===== src/gpm_defs.svh =====
// offsets, field codes and counts for the pin mux and debug share block
`ifndef GPM_DEFS_SVH
`define GPM_DEFS_SVH
`define GPM_NPIN 45
`define GPM_NPIN_A 32
`define GPM_NPIN_B 13
`define GPM_NAIO 16
`define GPM_NCFG 7
`define GPM_A_CTRL 16'h6f80
`define GPM_A_QSEL_LO 16'h6f82
`define GPM_A_QSEL_HI 16'h6f84
`define GPM_A_MUX_LO 16'h6f86
`define GPM_A_MUX_HI 16'h6f88
`define GPM_A_DIR 16'h6f8a
`define GPM_A_PUD 16'h6f8c
`define GPM_B_CTRL 16'h6f90
`define GPM_B_QSEL 16'h6f92
`define GPM_B_MUX 16'h6f96
`define GPM_B_DIR 16'h6f9a
`define GPM_B_PUD 16'h6f9c
`define GPM_AIO_MUX 16'h6fb6
`define GPM_AIO_DIR 16'h6fba
`define GPM_A_DAT 16'h6fc0
`define GPM_A_SET 16'h6fc2
`define GPM_A_CLR 16'h6fc4
`define GPM_A_TGL 16'h6fc6
`define GPM_B_DAT 16'h6fc8
`define GPM_B_SET 16'h6fca
`define GPM_B_CLR 16'h6fcc
`define GPM_B_TGL 16'h6fce
`define GPM_AIO_DAT 16'h6fd8
`define GPM_AIO_SET 16'h6fda
`define GPM_AIO_CLR 16'h6fdc
`define GPM_AIO_TGL 16'h6fde
`define GPM_IRQ1_SEL 16'h6fe0
`define GPM_IRQ3_SEL 16'h6fe2
`define GPM_LPM_SEL 16'h6fe8
`define GPM_RST_WORD 32'h0
`define GPM_FN_GPIO 2'h0
`define GPM_QS_SYNC 2'h0
`define GPM_QS_3 2'h1
`define GPM_QS_6 2'h2
`define GPM_QS_ASYNC 2'h3
`define GPM_PIN_TDI 35
`define GPM_PIN_TMS 36
`define GPM_PIN_TDO 37
`define GPM_PIN_TCK 38
`endif


===== src/gpm_pkg.sv =====
// types shared by the pin mux and debug share block
`include "gpm_defs.svh"
package gpm_pkg;
  typedef struct packed {
    logic sel;
    logic we;
    logic wide;
    logic [15:0] addr;
    logic [31:0] wdata;
  } gpm_bus_req_type;

  typedef struct packed {
    logic [`GPM_NCFG-1:0][31:0] cfg;
    logic [`GPM_NCFG-1:0][31:0] cfg_p1;
    logic [`GPM_NCFG-1:0][31:0] cfg_eff;
    logic [31:0] ctrl_a;
    logic [31:0] ctrl_b;
    logic [31:0] dir_a;
    logic [31:0] pud_a;
    logic [31:0] lpm_sel;
    logic [12:0] dir_b;
    logic [12:0] pud_b;
    logic [15:0] aio_dir;
    logic [31:0] lat_a;
    logic [12:0] lat_b;
    logic [15:0] lat_aio;
    logic [2:0][4:0] xsel;
    logic [8:0] cnt_a;
    logic [8:0] cnt_b;
    logic [`GPM_NPIN-1:0][5:0] hist;
    logic [`GPM_NPIN-1:0] qual;
    logic [15:0] aio_qual;
    logic [31:0] rdata;
    logic rvalid;
  } gpm_state_type;
endpackage : gpm_pkg


===== src/gpm_gpio_mux.sv =====
// pin mux, qualification, port registers and debug pin sharing
`include "gpm_defs.svh"
// Notes on behaviour
// each pin carries software bit I/O or one of three peripheral signals
// 45 pins: port A is pins 0 to 31, port B pins 32 to 44
// registers accept 32-bit and 16-bit accesses
// each port has a sampling period control for its qualification
// port A qualifier select in two registers, port B in one
// port A function select in two registers, port B in one
// per-pin direction control for each port
// setting a pull-up disable bit turns that pin's pull-up off
// each port has data, set, clear and toggle registers on one latch
// sixteen analog-capable pins have mux, direction, data, set, clear and toggle registers, with no control, qualifier or pull-up registers
// three interrupt selectors each pick one port A pin
// low-power selection marks which port A pins take part
// selector and control registers change only while the gate is open
// debug port uses five pins, four shared with general pins
// test-reset level picks debug or general use of shared pins
// general function of shared pins is unavailable in debug mode
// outside party should clock from elsewhere while debugging
// function and qualifier selects take effect two cycles after write
// two-bit function field, 00 is plain I/O and the reset state
// software must not pick a function code with no peripheral
// a one in set, clear or toggle acts on that latch bit
// data reads give qualified levels, writes load latches of outputs
module gpm_gpio_mux (
  // clock and reset
  input wire logic clk,
  input wire logic sys_rst,
  // register port
  input gpm_pkg::gpm_bus_req_type bus,
  output logic [31:0] bus_rdata,
  output logic bus_rvalid,
  input wire logic write_protect_gate,
  // general pins
  input wire logic [`GPM_NPIN-1:0] pin_in,
  output logic [`GPM_NPIN-1:0] pin_out,
  output logic [`GPM_NPIN-1:0] pin_oe,
  output logic [`GPM_NPIN-1:0] pin_pullup_en,
  // peripheral side, three functions per pin
  input wire logic [`GPM_NPIN-1:0][2:0] periph_out,
  input wire logic [`GPM_NPIN-1:0][2:0] periph_oe,
  output logic [`GPM_NPIN-1:0][2:0] periph_in,
  // analog-capable pins
  input wire logic [`GPM_NAIO-1:0] aio_in,
  output logic [`GPM_NAIO-1:0] aio_out,
  output logic [`GPM_NAIO-1:0] aio_oe,
  output logic [`GPM_NAIO-1:0] aio_analog_sel,
  // interrupt and low-power
  output logic [2:0] external_irq_level,
  output logic low_power_state_wake,
  // debug port sharing
  input wire logic dbg_test_reset,
  input wire logic dbg_tdo,
  input wire logic dbg_tdo_oe,
  output logic dbg_tck,
  output logic dbg_tdi,
  output logic dbg_tms
);
  import gpm_pkg::*;

  localparam logic [`GPM_NCFG-1:0][15:0] CFG_BASE = {`GPM_AIO_MUX, `GPM_B_MUX,
    `GPM_A_MUX_HI, `GPM_A_MUX_LO, `GPM_B_QSEL, `GPM_A_QSEL_HI, `GPM_A_QSEL_LO};
  localparam logic [12:0] DBG_MASK_B = 13'h0078;

  gpm_state_type r;
  gpm_state_type next_r;
  logic [89:0] qsel_all;
  logic [89:0] mux_all;
  logic [`GPM_NPIN-1:0] q_eff;
  logic [`GPM_NPIN-1:0] dir_all;
  logic st_a;
  logic st_b;

  // only the delayed copies steer the pins; the written copy is what reads see
  assign qsel_all = {r.cfg_eff[2][25:0], r.cfg_eff[1], r.cfg_eff[0]};
  assign mux_all = {r.cfg_eff[5][25:0], r.cfg_eff[4], r.cfg_eff[3]};
  assign dir_all = {r.dir_b, r.dir_a};
  assign st_a = (r.cnt_a == 9'h0);
  assign st_b = (r.cnt_b == 9'h0);

  // async mode bypasses the qualifier entirely
  always_comb begin
    for (int p = 0; p < `GPM_NPIN; p++) begin
      q_eff[p] = (qsel_all[2*p+:2] == `GPM_QS_ASYNC) ? pin_in[p] : r.qual[p];
    end
  end

  // mask in the upper half, data in the lower half; odd-address 32-bit
  // accesses are treated as misaligned and ignored
  function automatic logic [63:0] wr(input logic [15:0] base);
    logic [31:0] m;
    logic [31:0] d;
    m = '0;
    d = '0;
    if (bus.sel && bus.we) begin
      if (bus.addr == base) begin
        m[15:0] = 16'hffff;
        d[15:0] = bus.wdata[15:0];
        if (bus.wide) begin
          m[31:16] = 16'hffff;
          d[31:16] = bus.wdata[31:16];
        end
      end else if (!bus.wide && bus.addr == 16'(base + 16'h1)) begin
        m[31:16] = 16'hffff;
        d[31:16] = bus.wdata[15:0];
      end
    end
    return {m, d};
  endfunction : wr

  function automatic logic [31:0] upd(input logic [31:0] old, input logic [63:0] md);
    return (old & ~md[63:32]) | (md[31:0] & md[63:32]);
  endfunction : upd

  function automatic logic [31:0] ones(input logic [63:0] md);
    return md[63:32] & md[31:0];
  endfunction : ones

  // set, clear, toggle and data write onto one latch word
  function automatic logic [31:0] latch_upd(input logic [31:0] old, input logic [31:0] dir,
                                            input logic [15:0] base);
    logic [31:0] v;
    logic [63:0] md;
    md = wr(base);
    v = upd(old, {md[63:32] & dir, md[31:0]});
    v = v | ones(wr(16'(base + 16'h2)));
    v = v & ~ones(wr(16'(base + 16'h4)));
    v = v ^ ones(wr(16'(base + 16'h6)));
    return v;
  endfunction : latch_upd

  function automatic logic [31:0] rd_word(input logic [15:0] a);
    logic [31:0] w;
    w = `GPM_RST_WORD;
    for (int i = 0; i < `GPM_NCFG; i++) begin
      if (a == CFG_BASE[i]) w = r.cfg[i];
    end
    case (a)
      `GPM_A_CTRL: w = r.ctrl_a;
      `GPM_B_CTRL: w = r.ctrl_b;
      `GPM_A_DIR: w = r.dir_a;
      `GPM_A_PUD: w = r.pud_a;
      `GPM_B_DIR: w = {19'h0, r.dir_b};
      `GPM_B_PUD: w = {19'h0, r.pud_b};
      `GPM_AIO_DIR: w = {16'h0, r.aio_dir};
      `GPM_A_DAT: w = q_eff[31:0];
      `GPM_B_DAT: w = {19'h0, q_eff[44:32] & ~({13{dbg_test_reset}} & DBG_MASK_B)};
      `GPM_AIO_DAT: w = {16'h0, r.aio_qual};
      `GPM_IRQ1_SEL: w = {11'h0, r.xsel[1], 11'h0, r.xsel[0]};
      `GPM_IRQ3_SEL: w = {27'h0, r.xsel[2]};
      `GPM_LPM_SEL: w = r.lpm_sel;
      default: ;
    endcase
    return w;
  endfunction : rd_word

  always_comb begin
    logic [31:0] t;
    logic [31:0] rw;
    logic [63:0] md;
    logic [1:0] qs;
    logic st;
    logic [5:0] h;
    t = '0;
    rw = '0;
    md = '0;
    qs = '0;
    st = 1'b0;
    h = '0;
    next_r = r;
    next_r.rvalid = 1'b0;
    next_r.cfg_p1 = r.cfg;
    next_r.cfg_eff = r.cfg_p1;
    // sampling period: 0 samples every cycle, n samples every 2n cycles
    next_r.cnt_a = st_a ? ((r.ctrl_a[7:0] == 8'h0) ? 9'h0 : 9'({r.ctrl_a[7:0], 1'b0} - 9'h1))
                        : 9'(r.cnt_a - 9'h1);
    next_r.cnt_b = st_b ? ((r.ctrl_b[7:0] == 8'h0) ? 9'h0 : 9'({r.ctrl_b[7:0], 1'b0} - 9'h1))
                        : 9'(r.cnt_b - 9'h1);
    if (write_protect_gate) begin
      next_r.ctrl_a = upd(r.ctrl_a, wr(`GPM_A_CTRL));
      next_r.ctrl_b = upd(r.ctrl_b, wr(`GPM_B_CTRL));
      for (int i = 0; i < `GPM_NCFG; i++) begin
        next_r.cfg[i] = upd(r.cfg[i], wr(CFG_BASE[i]));
      end
      next_r.cfg[2][31:26] = 6'h0;
      next_r.cfg[5][31:26] = 6'h0;
      next_r.dir_a = upd(r.dir_a, wr(`GPM_A_DIR));
      next_r.pud_a = upd(r.pud_a, wr(`GPM_A_PUD));
      t = upd({19'h0, r.dir_b}, wr(`GPM_B_DIR));
      next_r.dir_b = t[12:0];
      t = upd({19'h0, r.pud_b}, wr(`GPM_B_PUD));
      next_r.pud_b = t[12:0];
      t = upd({16'h0, r.aio_dir}, wr(`GPM_AIO_DIR));
      next_r.aio_dir = t[15:0];
      md = wr(`GPM_IRQ1_SEL);
      if (md[32]) next_r.xsel[0] = md[4:0];
      if (md[48]) next_r.xsel[1] = md[20:16];
      md = wr(`GPM_IRQ3_SEL);
      if (md[32]) next_r.xsel[2] = md[4:0];
      next_r.lpm_sel = upd(r.lpm_sel, wr(`GPM_LPM_SEL));
    end
    next_r.lat_a = latch_upd(r.lat_a, r.dir_a, `GPM_A_DAT);
    t = latch_upd({19'h0, r.lat_b}, {19'h0, r.dir_b}, `GPM_B_DAT);
    next_r.lat_b = t[12:0];
    t = latch_upd({16'h0, r.lat_aio}, {16'h0, r.aio_dir}, `GPM_AIO_DAT);
    next_r.lat_aio = t[15:0];
    next_r.aio_qual = aio_in;
    // qualifier: sync takes every cycle, 3 or 6 equal samples otherwise
    for (int p = 0; p < `GPM_NPIN; p++) begin
      qs = qsel_all[2*p+:2];
      st = (p < `GPM_NPIN_A) ? st_a : st_b;
      h = st ? {r.hist[p][4:0], pin_in[p]} : r.hist[p];
      next_r.hist[p] = h;
      case (qs)
        `GPM_QS_3: if (h[2:0] == 3'h7 || h[2:0] == 3'h0) next_r.qual[p] = h[0];
        `GPM_QS_6: if (h == 6'h3f || h == 6'h00) next_r.qual[p] = h[0];
        default: next_r.qual[p] = pin_in[p];
      endcase
    end
    if (bus.sel && !bus.we) begin
      rw = rd_word({bus.addr[15:1], 1'b0});
      next_r.rvalid = 1'b1;
      if (bus.wide) next_r.rdata = bus.addr[0] ? `GPM_RST_WORD : rw;
      else next_r.rdata = {16'h0, bus.addr[0] ? rw[31:16] : rw[15:0]};
    end
  end

  always_ff @(posedge clk) begin
    if (sys_rst) begin
      r <= '0;
    end else begin
      r <= next_r;
    end
  end

  // pin routing
  always_comb begin
    logic [1:0] fs;
    fs = '0;
    for (int p = 0; p < `GPM_NPIN; p++) begin
      fs = mux_all[2*p+:2];
      periph_in[p] = '0;
      if (fs == `GPM_FN_GPIO) begin
        pin_out[p] = (p < `GPM_NPIN_A) ? r.lat_a[p % 32] : r.lat_b[(p - 32) % 13];
        pin_oe[p] = dir_all[p];
      end else begin
        pin_out[p] = periph_out[p][fs - 2'h1];
        pin_oe[p] = periph_oe[p][fs - 2'h1];
        periph_in[p][fs - 2'h1] = q_eff[p];
      end
      if (dbg_test_reset && (p >= `GPM_PIN_TDI) && (p <= `GPM_PIN_TCK)) begin
        periph_in[p] = '0;
        pin_out[p] = (p == `GPM_PIN_TDO) ? dbg_tdo : 1'b0;
        pin_oe[p] = (p == `GPM_PIN_TDO) ? dbg_tdo_oe : 1'b0;
      end
    end
  end

  // debug inputs skip qualification, their timing belongs to the probe
  assign dbg_tck = dbg_test_reset & pin_in[`GPM_PIN_TCK];
  assign dbg_tdi = dbg_test_reset & pin_in[`GPM_PIN_TDI];
  assign dbg_tms = dbg_test_reset & pin_in[`GPM_PIN_TMS];
  assign pin_pullup_en = ~{r.pud_b, r.pud_a};

  always_comb begin
    for (int i = 0; i < `GPM_NAIO; i++) begin
      aio_analog_sel[i] = (r.cfg_eff[6][2*i+:2] != `GPM_FN_GPIO);
    end
  end
  assign aio_out = r.lat_aio;
  assign aio_oe = r.aio_dir & ~aio_analog_sel;

  assign external_irq_level[0] = q_eff[r.xsel[0]];
  assign external_irq_level[1] = q_eff[r.xsel[1]];
  assign external_irq_level[2] = q_eff[r.xsel[2]];
  // a low level on any selected pin asks to leave the low-power state
  assign low_power_state_wake = |(r.lpm_sel & ~q_eff[31:0]);
  assign bus_rdata = r.rdata;
  assign bus_rvalid = r.rvalid;
endmodule : gpm_gpio_mux


===== config.mk =====
export PLATFORM = sky130hd
export DESIGN_NAME = gpm_gpio_mux
export DESIGN_NICKNAME = d
export VERILOG_FILES = /design/src/gpm_pkg.sv /design/src/gpm_gpio_mux.sv
export VERILOG_INCLUDE_DIRS = /design/src
export SDC_FILE = /design/constraint.sdc
export NUM_CORES = 2
export LEC_CHECK = 0
export BUFFER_PORTS_ARGS = -buffer_cell sky130_fd_sc_hd__buf_4
export CAP_MARGIN = 20
export CORE_UTILIZATION = 50
export DETAILED_ROUTE_END_ITERATION = 7
export PLACE_DENSITY = 0.69
export SLEW_MARGIN = 5
export SYNTH_ARGS = -nofsm -noshare
export SYNTH_HDL_FRONTEND = slang
export SYNTH_SLANG_ARGS = --single-unit

===== constraint.sdc =====
create_clock -name clk -period 3.45 [get_ports clk]
set_input_delay 0.5175 -clock clk [delete_from_list [all_inputs] [get_ports clk]]
set_output_delay 0.5175 -clock clk [all_outputs]
set_load 0.01 [all_outputs]

==> impl_metrics.py <==
metrics = {
    "synthesis": {
        "async_reset_ff_share_pct": 0,
        "syn_inst": 7720,
        "yosysUniqueCellTypes": 83,
        "synth_nets": 8429,
        "ys_warn_count": 0,
        "ys_seq_elements": 1296,
        "syn_area_um2": 63800,
        "synth-edff-count": 0,
        "synth_seq_area_share_pct": 40.7,
        "avgSynthCellArea_um2": 8.26,
        "synth_ff_type": "dfxtp_1",
    },
    "sta": {
        "setup_viol": 4,
        "min_period_ns": 3.70,
        "fin_crit_sh_pct": 107,
        "clock_skew_ns": 0.0564,
        "tightest_slew_ns": 1.21,
        "finalHoldViolCount": 0,
        "slew_headroom_pct": 19.2,
        "slew_violations": 0,
        "rsz0062_at_grt": "true",
        "timing.fmax_mhz": 270,
        "worst_slack_ns": -0.247,
    },
    "global_routing": {
        "antenna_found_initial": 48,
        "overflow": 0,
        "grt_pass1_wl_um": 435000,
        "grt_max_degree": 220,
        "grt_pass1_vias": 60000,
        "grt_usage_pct": 46.7,
    },
    "place": {
        "place_inst": 10000,
        "dp_hpwl_um": 238000,
        "port_buffers": 745,
        "place.gp.congestion": 1.13,
    },
    "cts": {
        "clockBufferDepth": 3,
        "cts_tree": "built",
        "cts_root_buf": "clkbuf_16",
        "clock_sink_count": 1296,
        "insertion_delay_ns": 0.79,
        "numCtsBuffers": 138,
        "clk_pin_slew_worst_paths_ns": 0.08,
        "cts_max_level": 4,
    },
    "final_layout": {
        "final_layout_size_suffix_gt1_share_pct": 19.8,
        "final_cell_mix": "dfxtp_1, nand2_1, buf_4, a21oi_1, nor2_1",
        "nNetsFinal": 9294,
        "mostFrequentLayoutCell": "dfxtp_1",
        "regArea_um2": 26000,
        "instances_no_fill": 10400,
        "fillers": 10700,
        "syn_to_final_growth_pct": 24.2,
        "multi_input_area_um2": 34900,
    },
    "die": {
        "coreArea_um2": 126000,
        "die_w_um": 359,
        "ioPinCount": 746,
        "start_util_pct": 50.6,
        "num_rows": 130,
        "dieHeight_um": 359,
        "die_area_um2": 129000,
    },
    "critical_path": {
        "start_kind": "flop",
        "path_max_fanout": 8,
        "cp.arrival_ns": 3.18,
        "end_kind": "output pin",
        "reg2reg_depth": 10,
        "cp.required_ns": 2.93,
        "criticalPathCategory": "reg -> out",
    },
    "routing": {
        "vias": 64800,
        "viasPerCell": 6.25,
        "drtAntennaViolNets": 0,
        "first_iter_violations": 9073,
        "route.detailed.drc": 1,
        "wl_um": 313000,
        "dr.pass1.iters": 8,
        "wl_per_cell_um": 30.2,
    },
    "power_and_ir_drop": {
        "fin_total_pwr_uw": 37000,
        "powerDensity_nw_per_um2": 467,
        "irDropWorstVdd_mv": 0.594,
        "p_leak_uw": 0.0305,
    },
    "min_path": {
        "worstHoldPathCells": 2,
        "hold_path.class": "in -> reg",
    },
    "status": {
        "failed_checks": "design-rule violations, negative setup slack",
        "outcome": "finished, violations left",
    },
    "run": {
        "cap_viol_max_count": 0,
    },
}
through the flow:
step / setup TNS [ns] / hold slack (ns) / util (%) / setup WS [ns] / instance area, µm²
after floorplan: 0 / 0.414 / - / 0.604 / 63800
after CTS: -0.389 / 0.00147 / 62.7 / -0.158 / 79000
after global routing: -0.665 / 0.0236 / 62.8 / -0.248 / 79100
after global placement: 0 / 0.417 / 58.2 / 0.124 / 73300
after detailed placement: 0 / 0.420 / 58.2 / 0.0685 / 73300
final: -0.545 / 0.0273 / 62.8 / -0.247 / 79200
final cells by class:
cell class / instances / share of cell area (%)
clock inverters: 60 / 0.962
clock buffers: 191 / 5.05
inverters: 255 / 1.21
diodes: 15 / 0.0474
well taps: 1650 / 2.61
flip-flops and latches: 1296 / 32.8
repair buffers: 1289 / 13.2
multi-input cells: 5605 / 44.1
worst max-delay path, stage by stage (launching register included):
cell and delay [ns]:
dfxtp_1 0.79, mux4_2 0.59, mux4_2 0.47, mux2i_1 0.17, buf_4 0.24, buf_6 0.13
routing by layer:
metal | global-route usage (%) | wire [µm]
met2 | 68.3 | 131000
met4 | 33.9 | 26900
met3 | 13.1 | 37200
met1 | 58.7 | 118000
met5 | 0 | 230
cells in the mapped netlist (158+ instances only):
cell	count	share of area, %
dfxtp_1	1296	41
nand2_1	1254	7.4
a21oi_1	832	6.5
nor2_1	643	3.8
nor2b_1	457	4.5
clkbuf_1	421	2.5
ha_1	321	6.3
a211oi_1	311	3.7
inv_1	254	1.5
mux2i_1	224	3.5
nand3_1	213	1.7
a22oi_1	201	2.4
and2_1	158	1.6
worst paths after layout:
| kind | start | slack [ns] | to |
|---|---|---|---|
| setup / recovery | r[388]$_SDFFE_PP0P_ | -0.25 | external_irq_level[1] |
| hold / removal | aio_in[9] | 0.03 | r[42]$_SDFF_PP0_ |
| hold reg to reg | next_r[880]$_SDFF_PP0_ | 0.43 | r[880]$_SDFF_PP0_ |
| setup reg to reg | r[377]$_SDFF_PP0_ | 0.13 | r[69]$_SDFFE_PP0P_ |
power breakdown:
group	internal, µW	total (µW)	switching, µW
sequential	15300	15700	398
clock	8890	15500	6650
combinational	1970	5750	3780
total	26200	37000	10800
kinds of logic (layout without fill, tap and decap cells):
logic type / count (synthesis) / count (layout) / synth area share, %
flops: 1296 / 1296 / 40.7
fa+ha+maj: 321 / 321 / 6.30
simple gates: 3085 / 3085 / 22.9
other cells: 0 / 15 / 0
mux: 343 / 343 / 6.15
compound gates: 1774 / 1774 / 17.5
buf+inv: 819 / 1795 / 5.35
xor+xnor: 82 / 82 / 1.13
timing repair:
action                                  CTS  global route
pin swaps                                 7             3
endpoints found under the setup margin    8            11
hold endpoints to repair                 26             0
resized for setup                        95            12
buffers inserted                         37            10
hold buffers                             26             0
(Power assumes the default switching activity.)
